[config.mk]
export PLATFORM = sky130hd
export DESIGN_NAME = sdw_core
export DESIGN_NICKNAME = d
export VERILOG_FILES = /design/src/hdl/sdw_core.v /design/src/hdl/sdw_fifo.v
export VERILOG_INCLUDE_DIRS = /design/src /design/src/include
export SDC_FILE = /design/constraint.sdc
export NUM_CORES = 2
export LEC_CHECK = 0
export ABC_AREA = 1
export BUFFER_PORTS_ARGS = -buffer_cell sky130_fd_sc_hd__buf_2
export CAP_MARGIN = 20
export CORE_MARGIN = 3
export CORE_UTILIZATION = 30
export DETAILED_ROUTE_END_ITERATION = 7
export SKIP_CTS_REPAIR_TIMING = 1
export SLEW_MARGIN = 20
export SYNTH_ARGS = -nofsm -noshare
export SYNTH_HDL_FRONTEND = slang
export SYNTH_SLANG_ARGS = --single-unit
[constraint.sdc]
create_clock -name clk_i -period 5.4 [get_ports clk_i]
set_input_delay 0.54 -clock clk_i [delete_from_list [all_inputs] [get_ports clk_i]]
set_output_delay 0.54 -clock clk_i [all_outputs]
set_load 0.005 [all_outputs]
[src/include/sdw_defines.vh]
// Constants for the mode register and write path of the separate-I/O DDR DRAM model.
// Assumes inclusion by bare name from design files under hdl/.
`ifndef SDW_DEFINES_VH
`define SDW_DEFINES_VH

// -----------------------------------------------------------------
// Mode register fields
// -----------------------------------------------------------------
`define SDW_MODE_W          18
`define SDW_MODE_RESET      18'h00000
`define SDW_CFG_LSB         0
`define SDW_CFG_MSB         2
`define SDW_BL_LSB          3
`define SDW_BL_MSB          4
`define SDW_MUX_BIT         5
`define SDW_DLL_BIT         7
`define SDW_IMP_BIT         8
`define SDW_TERM_BIT        9

// -----------------------------------------------------------------
// Encodings
// -----------------------------------------------------------------
`define SDW_CFG_ONE         3'h0
`define SDW_CFG_TWO         3'h1
`define SDW_CFG_THREE       3'h2
`define SDW_BL_TWO          2'h0
`define SDW_BL_FOUR         2'h1
`define SDW_BL_EIGHT        2'h2
`define SDW_RL_CFG1         4'h4
`define SDW_RL_CFG2         4'h6
`define SDW_RL_CFG3         4'h8

// -----------------------------------------------------------------
// Timing counts, in command clock cycles
// -----------------------------------------------------------------
`define SDW_DLL_LOCK_CYCLES 11'h400
`define SDW_MRSC_CYCLES     4'h6
`define SDW_CAL_PERIOD      16'h1000

`endif

[src/hdl/sdw_core.v]
// Mode register and masked write path of a separate-I/O DDR DRAM.
// Assumes commands synchronous to clk_i; write data clock sampled by clk_i.
`include "sdw_defines.vh"
`default_nettype none

module sdw_core #(
  parameter DW     = 18,
  parameter AW     = 20,
  parameter FDEPTH = 16,
  parameter CAL_PERIOD = `SDW_CAL_PERIOD
) (
  input  wire           clk_i,
  input  wire           rstn_i,
  input  wire           cs_n_i,
  input  wire           we_n_i,
  input  wire           ref_n_i,
  input  wire [AW-1:0]  addr_i,
  input  wire [2:0]     bank_i,
  input  wire           write_data_clock_i,
  input  wire [DW-1:0]  wdata_i,
  input  wire           write_mask_i,
  input  wire           read_burst_active_i,
  output reg  [`SDW_MODE_W-1:0] mode_o,
  output reg            mode_valid_o,
  output reg  [3:0]     read_latency_cycles_o,
  output reg  [3:0]     write_latency_cycles_o,
  output reg  [3:0]     burst_length_setting_o,
  output reg            dll_locked_o,
  output reg            mode_set_recovery_o,
  output reg            impedance_ext_o,
  output reg            impedance_cal_o,
  output reg            term_read_o,
  output reg            term_input_o,
  output reg            refresh_o,
  output reg  [2:0]     refresh_bank_o,
  output reg            read_cmd_o,
  output reg  [2:0]     read_bank_o,
  output reg  [AW-1:0]  read_addr_o,
  output reg            wr_overflow_o,
  output wire [DW+AW+2:0] store_data_o,
  output wire           store_valid_o,
  input  wire           store_ready_i
);

  // -----------------------------------------------------------------
  // Decoding helpers
  // -----------------------------------------------------------------
  function [3:0] rl_of;
    input [2:0] cfg;
    begin
      case (cfg)
        `SDW_CFG_ONE:   rl_of = `SDW_RL_CFG1;
        `SDW_CFG_TWO:   rl_of = `SDW_RL_CFG2;
        `SDW_CFG_THREE: rl_of = `SDW_RL_CFG3;
        default:        rl_of = `SDW_RL_CFG1;
      endcase
    end
  endfunction

  function [3:0] bl_of;
    input [1:0] sel;
    begin
      case (sel)
        `SDW_BL_TWO:   bl_of = 4'h2;
        `SDW_BL_FOUR:  bl_of = 4'h4;
        `SDW_BL_EIGHT: bl_of = 4'h8;
        default:       bl_of = 4'h2;
      endcase
    end
  endfunction

  // Keeps only the address bits that carry meaning for the burst length
  function [AW-1:0] addr_mask;
    input [AW-1:0] a;
    input [3:0]    bl;
    begin
      case (bl)
        4'h2:    addr_mask = a;
        4'h4:    addr_mask = {1'b0, a[AW-2:0]};
        default: addr_mask = {2'b00, a[AW-3:0]};
      endcase
    end
  endfunction

  localparam CMD_NONE  = 2'h0;
  localparam CMD_MODE  = 2'h1;
  localparam CMD_READ  = 2'h2;
  localparam CMD_WRITE = 2'h3;

  // -----------------------------------------------------------------
  // Command decode and multiplexed address assembly
  // -----------------------------------------------------------------
  reg [1:0]    cmd;
  wire         mux_mode = mode_valid_o & mode_o[`SDW_MUX_BIT];
  reg          pend_ff;
  reg [1:0]    pend_cmd_ff;
  reg [10:0]   pend_lo_ff;
  reg [2:0]    pend_bank_ff;
  reg          done;
  reg [1:0]    done_cmd;
  reg [AW-1:0] done_addr;
  reg [2:0]    done_bank;

  always @* begin
    cmd = CMD_NONE;
    if (!cs_n_i && !pend_ff) begin
      if (!we_n_i && !ref_n_i) cmd = CMD_MODE;
      else if (!we_n_i)        cmd = CMD_WRITE;
      else if (ref_n_i)        cmd = CMD_READ;
    end
  end

  always @* begin
    done      = 1'b0;
    done_cmd  = CMD_NONE;
    done_addr = {AW{1'b0}};
    done_bank = 3'h0;
    if (pend_ff) begin
      done      = 1'b1;
      done_cmd  = pend_cmd_ff;
      done_addr = {addr_i[AW-12:0], pend_lo_ff};
      done_bank = pend_bank_ff;
    end else if (!mux_mode && cmd != CMD_NONE) begin
      done      = 1'b1;
      done_cmd  = cmd;
      done_addr = addr_i;
      done_bank = bank_i;
    end
  end

  always @(posedge clk_i or negedge rstn_i) begin
    if (!rstn_i) begin
      pend_ff      <= 1'b0;
      pend_cmd_ff  <= CMD_NONE;
      pend_lo_ff   <= 11'h000;
      pend_bank_ff <= 3'h0;
    end else begin
      // Second edge follows only in multiplexed mode; commands there thus take two clocks
      pend_ff <= mux_mode && cmd != CMD_NONE;
      if (cmd != CMD_NONE) begin
        pend_cmd_ff  <= cmd;
        pend_lo_ff   <= addr_i[10:0];
        pend_bank_ff <= bank_i;
      end
    end
  end

  // -----------------------------------------------------------------
  // Mode register and derived settings
  // -----------------------------------------------------------------
  wire mode_hit = done && done_cmd == CMD_MODE;
  reg  [10:0] dll_cnt_ff;
  reg  [3:0]  mrsc_cnt_ff;
  reg  [15:0] cal_cnt_ff;
  wire [3:0]  nxt_rl = rl_of(done_addr[`SDW_CFG_MSB:`SDW_CFG_LSB]);

  always @(posedge clk_i or negedge rstn_i) begin
    if (!rstn_i) begin
      mode_o                 <= `SDW_MODE_RESET;
      mode_valid_o           <= 1'b0;
      read_latency_cycles_o  <= `SDW_RL_CFG1;
      write_latency_cycles_o <= `SDW_RL_CFG1 + 4'h1;
      burst_length_setting_o <= 4'h2;
    end else if (mode_hit) begin
      // Bits 10..17 are expected low; stored as given
      mode_o                 <= done_addr[`SDW_MODE_W-1:0];
      mode_valid_o           <= 1'b1;
      read_latency_cycles_o  <= nxt_rl;
      write_latency_cycles_o <= nxt_rl + 4'h1;
      // Old data is not rebased when the burst length changes
      burst_length_setting_o <= bl_of(done_addr[`SDW_BL_MSB:`SDW_BL_LSB]);
    end
  end

  always @(posedge clk_i or negedge rstn_i) begin
    if (!rstn_i) begin
      dll_cnt_ff          <= 11'h000;
      dll_locked_o        <= 1'b0;
      mrsc_cnt_ff         <= 4'h0;
      mode_set_recovery_o <= 1'b0;
      cal_cnt_ff          <= 16'h0000;
      impedance_cal_o     <= 1'b0;
      impedance_ext_o     <= 1'b0;
      term_read_o         <= 1'b0;
      term_input_o        <= 1'b0;
    end else begin
      // Clearing the enable bit restarts the lock wait
      if (!mode_o[`SDW_DLL_BIT] || !mode_valid_o) begin
        dll_cnt_ff   <= 11'h000;
        dll_locked_o <= 1'b0;
      end else if (dll_cnt_ff != `SDW_DLL_LOCK_CYCLES) begin
        dll_cnt_ff   <= dll_cnt_ff + 11'h001;
        dll_locked_o <= (dll_cnt_ff == `SDW_DLL_LOCK_CYCLES - 11'h001);
      end
      if (mode_hit) begin
        mrsc_cnt_ff         <= `SDW_MRSC_CYCLES;
        mode_set_recovery_o <= 1'b1;
      end else if (mrsc_cnt_ff != 4'h0) begin
        mrsc_cnt_ff         <= mrsc_cnt_ff - 4'h1;
        mode_set_recovery_o <= (mrsc_cnt_ff != 4'h1);
      end
      // Recalibration runs in the background and never stalls commands
      impedance_ext_o <= mode_o[`SDW_IMP_BIT];
      if (cal_cnt_ff == CAL_PERIOD[15:0] - 16'h0001) begin
        cal_cnt_ff      <= 16'h0000;
        impedance_cal_o <= mode_valid_o;
      end else begin
        cal_cnt_ff      <= cal_cnt_ff + 16'h0001;
        impedance_cal_o <= 1'b0;
      end
      term_input_o <= mode_valid_o & mode_o[`SDW_TERM_BIT];
      term_read_o  <= mode_valid_o & mode_o[`SDW_TERM_BIT] & ~read_burst_active_i;
    end
  end

  // -----------------------------------------------------------------
  // Refresh and read notification
  // -----------------------------------------------------------------
  always @(posedge clk_i or negedge rstn_i) begin
    if (!rstn_i) begin
      refresh_o      <= 1'b0;
      refresh_bank_o <= 3'h0;
      read_cmd_o     <= 1'b0;
      read_bank_o    <= 3'h0;
      read_addr_o    <= {AW{1'b0}};
    end else begin
      // Refresh is single-edge even in multiplexed mode
      refresh_o      <= !cs_n_i && we_n_i && !ref_n_i && !pend_ff;
      refresh_bank_o <= bank_i;
      read_cmd_o     <= done && done_cmd == CMD_READ && mode_valid_o;
      read_bank_o    <= done_bank;
      read_addr_o    <= addr_mask(done_addr, burst_length_setting_o);
    end
  end

  // -----------------------------------------------------------------
  // Write latency pipeline and address queue
  // -----------------------------------------------------------------
  // Latency counts from the first command edge, so the pipe is fed there
  wire         wr_first = mode_valid_o && cmd == CMD_WRITE;
  wire         wr_done  = mode_valid_o && done && done_cmd == CMD_WRITE;
  reg  [15:0]  wpipe_ff;
  reg  [AW+2:0] aq_ff [0:3];
  reg  [1:0]   aq_wr_ff;
  reg  [1:0]   aq_rd_ff;
  wire         win_start = wpipe_ff[write_latency_cycles_o - 4'h2];

  always @(posedge clk_i or negedge rstn_i) begin
    if (!rstn_i) begin
      wpipe_ff <= 16'h0000;
    end else begin
      wpipe_ff <= {wpipe_ff[14:0], wr_first};
    end
  end

  genvar g;
  generate
    for (g = 0; g < 4; g = g + 1) begin : g_aq
      always @(posedge clk_i or negedge rstn_i) begin
        if (!rstn_i) begin
          aq_ff[g] <= {(AW+3){1'b0}};
        end else if (wr_done && aq_wr_ff == g) begin
          aq_ff[g] <= {done_bank, addr_mask(done_addr, burst_length_setting_o)};
        end
      end
    end
  endgenerate

  // -----------------------------------------------------------------
  // Data clock synchronisers and beat capture
  // -----------------------------------------------------------------
  reg          dk_s1_ff;
  reg          dk_s2_ff;
  reg          dk_s3_ff;
  reg [DW:0]   d_s1_ff;
  reg [DW:0]   d_s2_ff;
  wire         dk_rise = dk_s2_ff & ~dk_s3_ff;
  wire         dk_edge = dk_s2_ff ^ dk_s3_ff;

  always @(posedge clk_i or negedge rstn_i) begin
    if (!rstn_i) begin
      dk_s1_ff <= 1'b0;
      dk_s2_ff <= 1'b0;
      dk_s3_ff <= 1'b0;
      d_s1_ff  <= {(DW+1){1'b0}};
      d_s2_ff  <= {(DW+1){1'b0}};
    end else begin
      dk_s1_ff <= write_data_clock_i;
      dk_s2_ff <= dk_s1_ff;
      dk_s3_ff <= dk_s2_ff;
      d_s1_ff  <= {write_mask_i, wdata_i};
      d_s2_ff  <= d_s1_ff;
    end
  end

  localparam CAP_IDLE = 2'h0;
  localparam CAP_WAIT = 2'h1;
  localparam CAP_RUN  = 2'h2;

  reg  [1:0]     cap_ff;
  reg  [1:0]     nxt_cap;
  reg  [3:0]     beat_ff;
  reg  [AW+2:0]  cur_ff;
  wire           beat_take = (cap_ff == CAP_WAIT && dk_rise) || (cap_ff == CAP_RUN && dk_edge);
  wire [3:0]     beat_idx  = (cap_ff == CAP_WAIT) ? 4'h0 : beat_ff;
  wire           fifo_ready;
  // Masked beats never enter the store queue
  wire           fifo_push = beat_take & ~d_s2_ff[DW];
  wire [AW-1:0]  beat_addr = cur_ff[AW-1:0] + {{(AW-4){1'b0}}, beat_idx};

  always @* begin
    nxt_cap = cap_ff;
    case (cap_ff)
      CAP_IDLE: if (win_start) nxt_cap = CAP_WAIT;
      CAP_WAIT: if (dk_rise) nxt_cap = (burst_length_setting_o == 4'h1) ? CAP_IDLE : CAP_RUN;
      CAP_RUN:  if (dk_edge && beat_ff == burst_length_setting_o - 4'h1) nxt_cap = CAP_IDLE;
      default:  nxt_cap = CAP_IDLE;
    endcase
  end

  always @(posedge clk_i or negedge rstn_i) begin
    if (!rstn_i) begin
      cap_ff        <= CAP_IDLE;
      beat_ff       <= 4'h0;
      cur_ff        <= {(AW+3){1'b0}};
      aq_wr_ff      <= 2'h0;
      aq_rd_ff      <= 2'h0;
      wr_overflow_o <= 1'b0;
    end else begin
      cap_ff <= nxt_cap;
      if (wr_done) begin
        aq_wr_ff <= aq_wr_ff + 2'h1;
      end
      if (cap_ff == CAP_IDLE && win_start) begin
        cur_ff   <= aq_ff[aq_rd_ff];
        aq_rd_ff <= aq_rd_ff + 2'h1;
      end
      if (beat_take) begin
        beat_ff <= beat_idx + 4'h1;
      end else if (cap_ff == CAP_IDLE) begin
        beat_ff <= 4'h0;
      end
      // A full queue cannot stall the controller, so the loss is flagged
      if (fifo_push && !fifo_ready) begin
        wr_overflow_o <= 1'b1;
      end
    end
  end

  sdw_fifo #(
    .WIDTH (DW + AW + 3),
    .DEPTH (FDEPTH),
    .AW    (4)
  ) u_fifo (
    .clk_i       (clk_i),
    .rstn_i      (rstn_i),
    .in_data_i   ({cur_ff[AW+2:AW], beat_addr, d_s2_ff[DW-1:0]}),
    .in_valid_i  (fifo_push),
    .in_ready_o  (fifo_ready),
    .out_data_o  (store_data_o),
    .out_valid_o (store_valid_o),
    .out_ready_i (store_ready_i)
  );

endmodule // sdw_core

`default_nettype wire

[src/hdl/sdw_fifo.v]
// Synchronous FIFO with valid/ready on both sides.
// Assumes one clock and an active-low asynchronous reset.
`default_nettype none

module sdw_fifo #(
  parameter WIDTH = 44,
  parameter DEPTH = 16,
  parameter AW    = 4
) (
  input  wire             clk_i,
  input  wire             rstn_i,
  input  wire [WIDTH-1:0] in_data_i,
  input  wire             in_valid_i,
  output wire             in_ready_o,
  output wire [WIDTH-1:0] out_data_o,
  output wire             out_valid_o,
  input  wire             out_ready_i
);

  reg [WIDTH-1:0] mem_ff [0:DEPTH-1];
  reg [AW-1:0]    wr_ff;
  reg [AW-1:0]    rd_ff;
  reg [AW:0]      cnt_ff;
  wire            push;
  wire            pop;
  integer         i;

  assign in_ready_o  = (cnt_ff != DEPTH[AW:0]);
  assign out_valid_o = (cnt_ff != {(AW+1){1'b0}});
  assign out_data_o  = mem_ff[rd_ff];
  assign push        = in_valid_i & in_ready_o;
  assign pop         = out_valid_o & out_ready_i;

  always @(posedge clk_i or negedge rstn_i) begin
    if (!rstn_i) begin
      wr_ff  <= {AW{1'b0}};
      rd_ff  <= {AW{1'b0}};
      cnt_ff <= {(AW+1){1'b0}};
      for (i = 0; i < DEPTH; i = i + 1) begin
        mem_ff[i] <= {WIDTH{1'b0}};
      end
    end else begin
      if (push) begin
        mem_ff[wr_ff] <= in_data_i;
        wr_ff         <= wr_ff + 1'b1;
      end
      if (pop) begin
        rd_ff <= rd_ff + 1'b1;
      end
      if (push && !pop) begin
        cnt_ff <= cnt_ff + 1'b1;
      end else if (pop && !push) begin
        cnt_ff <= cnt_ff - 1'b1;
      end
    end
  end

endmodule // sdw_fifo

`default_nettype wire

=== After elaboration in Yosys (flattened, before gate mapping) ===
Cells that the tools add are included.

* Add/subtract/negate cells: 14
* $lt $le $gt $ge: 5
* Eq/ne operators: 25
* Multiplexer cells: 46
* Bitwise logic cells: 14
* Reduce and logical (&&, ||, !) cells: 47

{| class="wikitable"
|+ Operators by type and width
! operator !! number
|-
| $bwmux W656 || 1
|-
| $bmux W41 S4 || 1
|-
| $demux W41 S4 || 1
|-
| $mux W41 || 3
|-
| $bmux W23 S2 || 1
|-
| $mux W23 || 2
|-
| $mux W20 || 2
|-
| $pmux W20 S2 || 1
|-
| $logic_and A1 B1 Y1 || 25
|-
| $mux W11 || 2
|-
| $add A20 B4 Y20 || 1
|-
| $mux W2 || 10
|-
| $mux W4 || 5
|-
| $add A16 B1 Y16 const B || 1
|-
| $add A4 B1 Y4 const B || 4
|-
| $eq A16 B12 Y1 const B || 1
|-
| $mux W16 || 1
|-
| $pmux W4 S2 || 2
|-
| $eq A2 B2 Y1 const B || 7
|-
| $add A11 B1 Y11 const B || 1
|-
| $eq A11 B10 Y1 const B || 1
|-
| $ne A11 B11 Y1 const B || 1
|-
| $ge A5 B5 Y1 const B || 2
|-
| $logic_not A1 Y1 || 10
|-
| other kinds (35) || 65
|}

* Flip-flop bits (word level): 965
* Input bits: 50

=== Depth between registers and ports, before layout ===
* Depth after elaboration: 11
* Mapped depth: 17
* Mapped depth without buffers: 15

=== Cells and area by module ===
Synthesis repeated with hierarchy kept, for this count alone.

* Cell total of the unflattened synthesis: 6,403
* Area, all modules: 47,932.2 µm²

{| class="wikitable"
|+ Modules (own cells, without submodules)
! module !! instances !! cells an instance !! area each (µm²)
|-
| sdw_fifo || 1 || 5,013 || 35,395.2
|-
| sdw_core || 1 || 1,390 || 12,537.0
|}

=== Worst setup path before layout ===
Ideal clock, no wire load.

* Kind: flip-flop to flip-flop
* Start point: register dk_s2_ff
* End point: register u_fifo.cnt_ff[4]
* Library setup time: 126 ps
* Arrival: 2,486 ps
* Data required time: 5,274 ps
* Slack: 2,788 ps
* Stages on the path, launching flop included: 17
* Buffers on the path: 2
* Path through: dfrtp_1 ha_1 inv_1 nand2_1 nand2_2 nand3b_1 buf_6 buf_6 inv_1 ha_1 inv_1 fa_1 a21oi_1 o21bai_1 xor2_1 nand2_1 o21ai_0

* Cells in the longest elaborated chain, start to end: 8
* Elaborated cells between the ends (all ways): 12
* Those cells by class: mux (1); bitwise (4); reduce/logical (7)

{| class="wikitable"
|+ RTL lines
! what !! RTL line !! source
|-
| start: declaration || sdw_core.v:273 || <nowiki>reg dk_s2_ff;</nowiki>
|-
| start signal: assignment || sdw_core.v:289 || <nowiki>dk_s2_ff <= dk_s1_ff;</nowiki>
|-
| $and A1 B1 Y1 / $xor A1 B1 Y1 (equally long branches) || sdw_core.v:277, sdw_core.v:278 ||
|-
| $logic_and A1 B1 Y1 || sdw_core.v:304 || <nowiki>wire beat_take = (cap_ff == CAP_WAIT && dk_rise) || (cap_ff == CAP_RUN && dk_edge);</nowiki>
|-
| $logic_or A1 B1 Y1 * || sdw_core.v:304 ||
|-
| $and A1 B1 Y1 * || sdw_core.v:308 || <nowiki>wire fifo_push = beat_take & ~d_s2_ff[DW];</nowiki>
|-
| $and A1 B1 Y1 * || sdw_fifo.v:31 || <nowiki>assign push = in_valid_i & in_ready_o;</nowiki>
|-
| via u_fifo.push || sdw_fifo.v:24 || <nowiki>wire push;</nowiki>
|-
| $logic_not A1 Y1 || sdw_fifo.v:52 || <nowiki>end else if (pop && !push) begin</nowiki>
|-
| $logic_and A1 B1 Y1 || sdw_fifo.v:52 ||
|-
| $reduce_bool A2 Y1 (no source line) || -- ||
|-
| end signal: assignment || sdw_fifo.v:38 || <nowiki>cnt_ff <= {(AW+1){1'b0}};</nowiki>
|-
| end signal: assignment || sdw_fifo.v:51 || <nowiki>cnt_ff <= cnt_ff + 1'b1;</nowiki>
|-
| end signal: assignment || sdw_fifo.v:53 || <nowiki>cnt_ff <= cnt_ff - 1'b1;</nowiki>
|-
| end: declaration || sdw_fifo.v:23 || <nowiki>reg [AW:0] cnt_ff;</nowiki>
|}

Mark *: on every way through the listed nets, which the timed path passes. The rest lies on a longest branch.
A chain may end at the register's enable or synchronous reset.

=== Worst setup path after layout ===
* Start point: register u_fifo.rd_ff[1]
* End point: output store_data_o[2]

* Cells in the longest elaborated chain, start to end: 4

{| class="wikitable"
|+ RTL lines
! what !! RTL line !! source
|-
| start: declaration || sdw_fifo.v:22 || <nowiki>reg [AW-1:0] rd_ff;</nowiki>
|-
| start signal: assignment || sdw_fifo.v:37 || <nowiki>rd_ff <= {AW{1'b0}};</nowiki>
|-
| start signal: assignment || sdw_fifo.v:48 || <nowiki>rd_ff <= rd_ff + 1'b1;</nowiki>
|-
| $not A4 Y5 (implied by the code) || sdw_fifo.v:30 || <nowiki>assign out_data_o = mem_ff[rd_ff];</nowiki>
|-
| $bmux W41 S4 || sdw_fifo.v:30 ||
|-
| $mux W41 (implied by the code) (2 in series) || sdw_fifo.v:30 ||
|-
| end: declaration || sdw_core.v:40 || <nowiki>output wire [DW+AW+2:0] store_data_o,</nowiki>
|}

Every way passes these cells. The select of a mux whose other input is x is not followed.

==> results.cfg <==
[sta]
clock_skew_ns = 0.0661
setup_violations = 0
hold_viol_final = 0
timing.final.ws_setup_ns = 0.991
max_freq_ghz = 0.227
worstMarginPinSlew_ns = 1.15
drv_slew = 0
min_period_over_period_pct = 81.6
period_minus_slack_ns = 4.41
slew_headroom_pct = 23.1
rsz0062_at_grt = false
setup_tns_ns = 0

[hold_path]
hold_depth = 2
hp-start = we_n_i
min_path_type = in2reg
min_to = wpipe_ff[0]

[floorplan]
design.core.area_um2 = 145000
dieArea_um2 = 151000
ios = 158
die_x_um = 388
initial_core_util_pct = 30.4
rows = 139
die_h_um = 388

[worst_setup_path]
path_max_fanout = 60
startpoint_type = flip-flop
cp.required_ns = 4.86
r2r_end = u_fifo.mem_ff[71]
cp_slowest_stage_delay_ns = 0.94
cp_common_cell = nand3_1
critPathSlowestCell = dfrtp_4
r2r-start = cap_ff[0]
crit_path_cell_trace = clkinv_2 > buf_4 > a21oi_1 > o21ai_0 > nand3_1 > nand3_1 > nand2_1 > buf_2
crit_path_end_kind = output port
worstPathArrival_ns = 3.87
reg2reg_depth = 12
reg2reg_slack_ns = 2.09
worstSetupPathType = reg2out

[synth]
yosysTopAreaCell = dfrtp_1
yosys-top-cells-count = nand2_1, dfrtp_1, o21ai_0
synth-edff-count = 0
synthMostInstantiatedCell = nand2_1
yosys.area_share.adder_pct = 0.975
synthTopCellsByArea = dfrtp_1, nand2_1, o21ai_0
muxShareOfSynthArea_pct = 0
synthSimpleGateAreaFrac_pct = 23.8
async_reset_ff_share_pct = 100
synth-xor-area-share_pct = 0.718
synthCells = 5431
synth-seq-cells = 959
synth_top_family_by_area = simple AND/OR/NAND/NOR gates
syn_avg_cell_area_um2 = 8.08
synth_top_cell_area_share_pct = 54.6
yosysWarnings = 0
synth_compound_area_share_pct = 12.3
ys_seq_area_share_pct = 54.7
ys.flop_type = dfrtp_1
synth_area_um2 = 43900
synthDistinctLibCells = 44

[global_routing]
grt_max_degree = 238
grt-ovfl-total = 0
grtUsageTotal_pct = 18.1
grt_pass1_vias = 35200
grt_pass1_wl_um = 215000
antenna_found_initial = 2

[final_layout]
regArea_um2 = 24000
nNetsFinal = 5490
drive_gt1_share_pct = 8.20
fill_cells = 14900
n_antenna_cell = 0
fin_cells = 7401
syn2layout_area_growth_pct = 13.6
multi_input_area_um2 = 16700
final_util_pct = 34.5

[clock_network]
clk_latency_ns = 0.74
cts-root-buf = clkbuf_16
cts_tree = yes
cts_sinks = 959
cts_buffer_depth = 3
numCtsBuffers = 104
clkTransAtPathRegs_ns = 0.06
htree_num_levels = 3

[detailed_routing]
routedWlPerCell_um = 18.7
vias = 36600
drt-total-wl_um = 138000
remaining_drc_errors = 0
viasPerCell = 4.94
drtIter0Drc = 3988
postRouteAntennaNets = 0
drt-pass1-iter-count = 6

[placed_design]
post-place-ws_ns = 1.68
dp_hpwl_um = 76300
gp_congestion = 0.788
dp.cells = 7178
port_buffers = 154

[pwr]
power.density_nw_per_um2 = 511
vdd_drop_max_mv = 0.675
p_leak_nw = 24.6

[outcome]
status = completed

[job]
maxCapViolCount = 0
[registers in the layout, summed over array words and instances (netlist names), 11 cells and up]
signal / count
d_s1_ff: 19
d_s2_ff: 19
aq_ff: 92
pend_lo_ff: 11
cal_cnt_ff: 16
wpipe_ff: 16
cur_ff: 23
read_addr_o: 20
mode_o: 18
dll_cnt_ff: 11
u_fifo.mem_ff: 656
[placed cells by master (no fill, tap or decap), drive strengths merged, types with 3 or more instances in the layout]
cell            n
a21oi         201
buf           229
bufinv          9
clkbuf        160
clkinv         22
clkinvlp        4
conb            3
dfrtp         957
dlygate4sd3    25
ha             31
inv           398
nand2        1956
nand3         336
nand3b          5
nand4          18
nor2          271
nor3           16
o211ai        105
o21ai         661
o22ai          33
xnor2          10
xor2           26
[worst max path at each step]
stage	start	endpoint	cells past startpoint
2_1_floorplan	dk_s2_ff	u_fifo.cnt_ff[4]	16
3_3_place_gp	u_fifo.rd_ff[1]	store_data_o[2]	8
3_5_place_dp	u_fifo.rd_ff[1]	store_data_o[2]	8
4_1_cts	u_fifo.rd_ff[1]	store_data_o[2]	8
5_1_grt	u_fifo.rd_ff[1]	store_data_o[2]	8
6_report	u_fifo.rd_ff[1]	store_data_o[2]	8
[area by class of cell]
class	count	share of cell area [%]
Sequential cell	959	48.2
Multi-Input combinational cell	3692	33.4
Clock buffer	160	6.15
Tap cell	1903	4.78
Timing Repair Buffer	254	3.42
Inverter	396	3.00
Clock inverter	37	1.04
[power breakdown]
group          switching (mW)  total, mW  internal [mW]
registers                1.02       9.53           8.51
clock network            3.10       7.46           4.36
logic                    5.82       8.51           2.68
[cells by family (layout without fill, tap and decap cells)]
| group | Yosys count | count (layout) |
|---|---|---|
| compound gates | 1013 | 1013 |
| xor+xnor | 36 | 36 |
| fa+ha+maj | 33 | 33 |
| buf+inv | 781 | 847 |
| flops | 959 | 959 |
| other cells | 2 | 3 |
| simple gates | 2607 | 2607 |
[stage by stage]
stage	power [mW]	hold slack, ns	instance area [um^2]
floorplan	14.9	0.244	43900
global placement	18.0	0.332	46000
detailed placement	18.1	0.336	46000
CTS	25.7	-0.125	49600
global route	27.2	0.0148	49900
finish	25.5	0.0470	49900
[critical path, delay by kind of cell (launching register included)]
kind / cells / cell delay, ns
buffers and inverters: 3 / 1.50
DFF: 1 / 0.94
and+or+nand+nor: 3 / 0.37
AOI/OAI and AO/OA: 2 / 0.29
[routing by layer]
metal	track usage, %	wire length [um]
met1	24.7	61600
met2	29.3	63400
met3	2.91	8800
met4	5.78	4350
met5	0	0
Note: power is estimated with default switching activity, not from simulation.
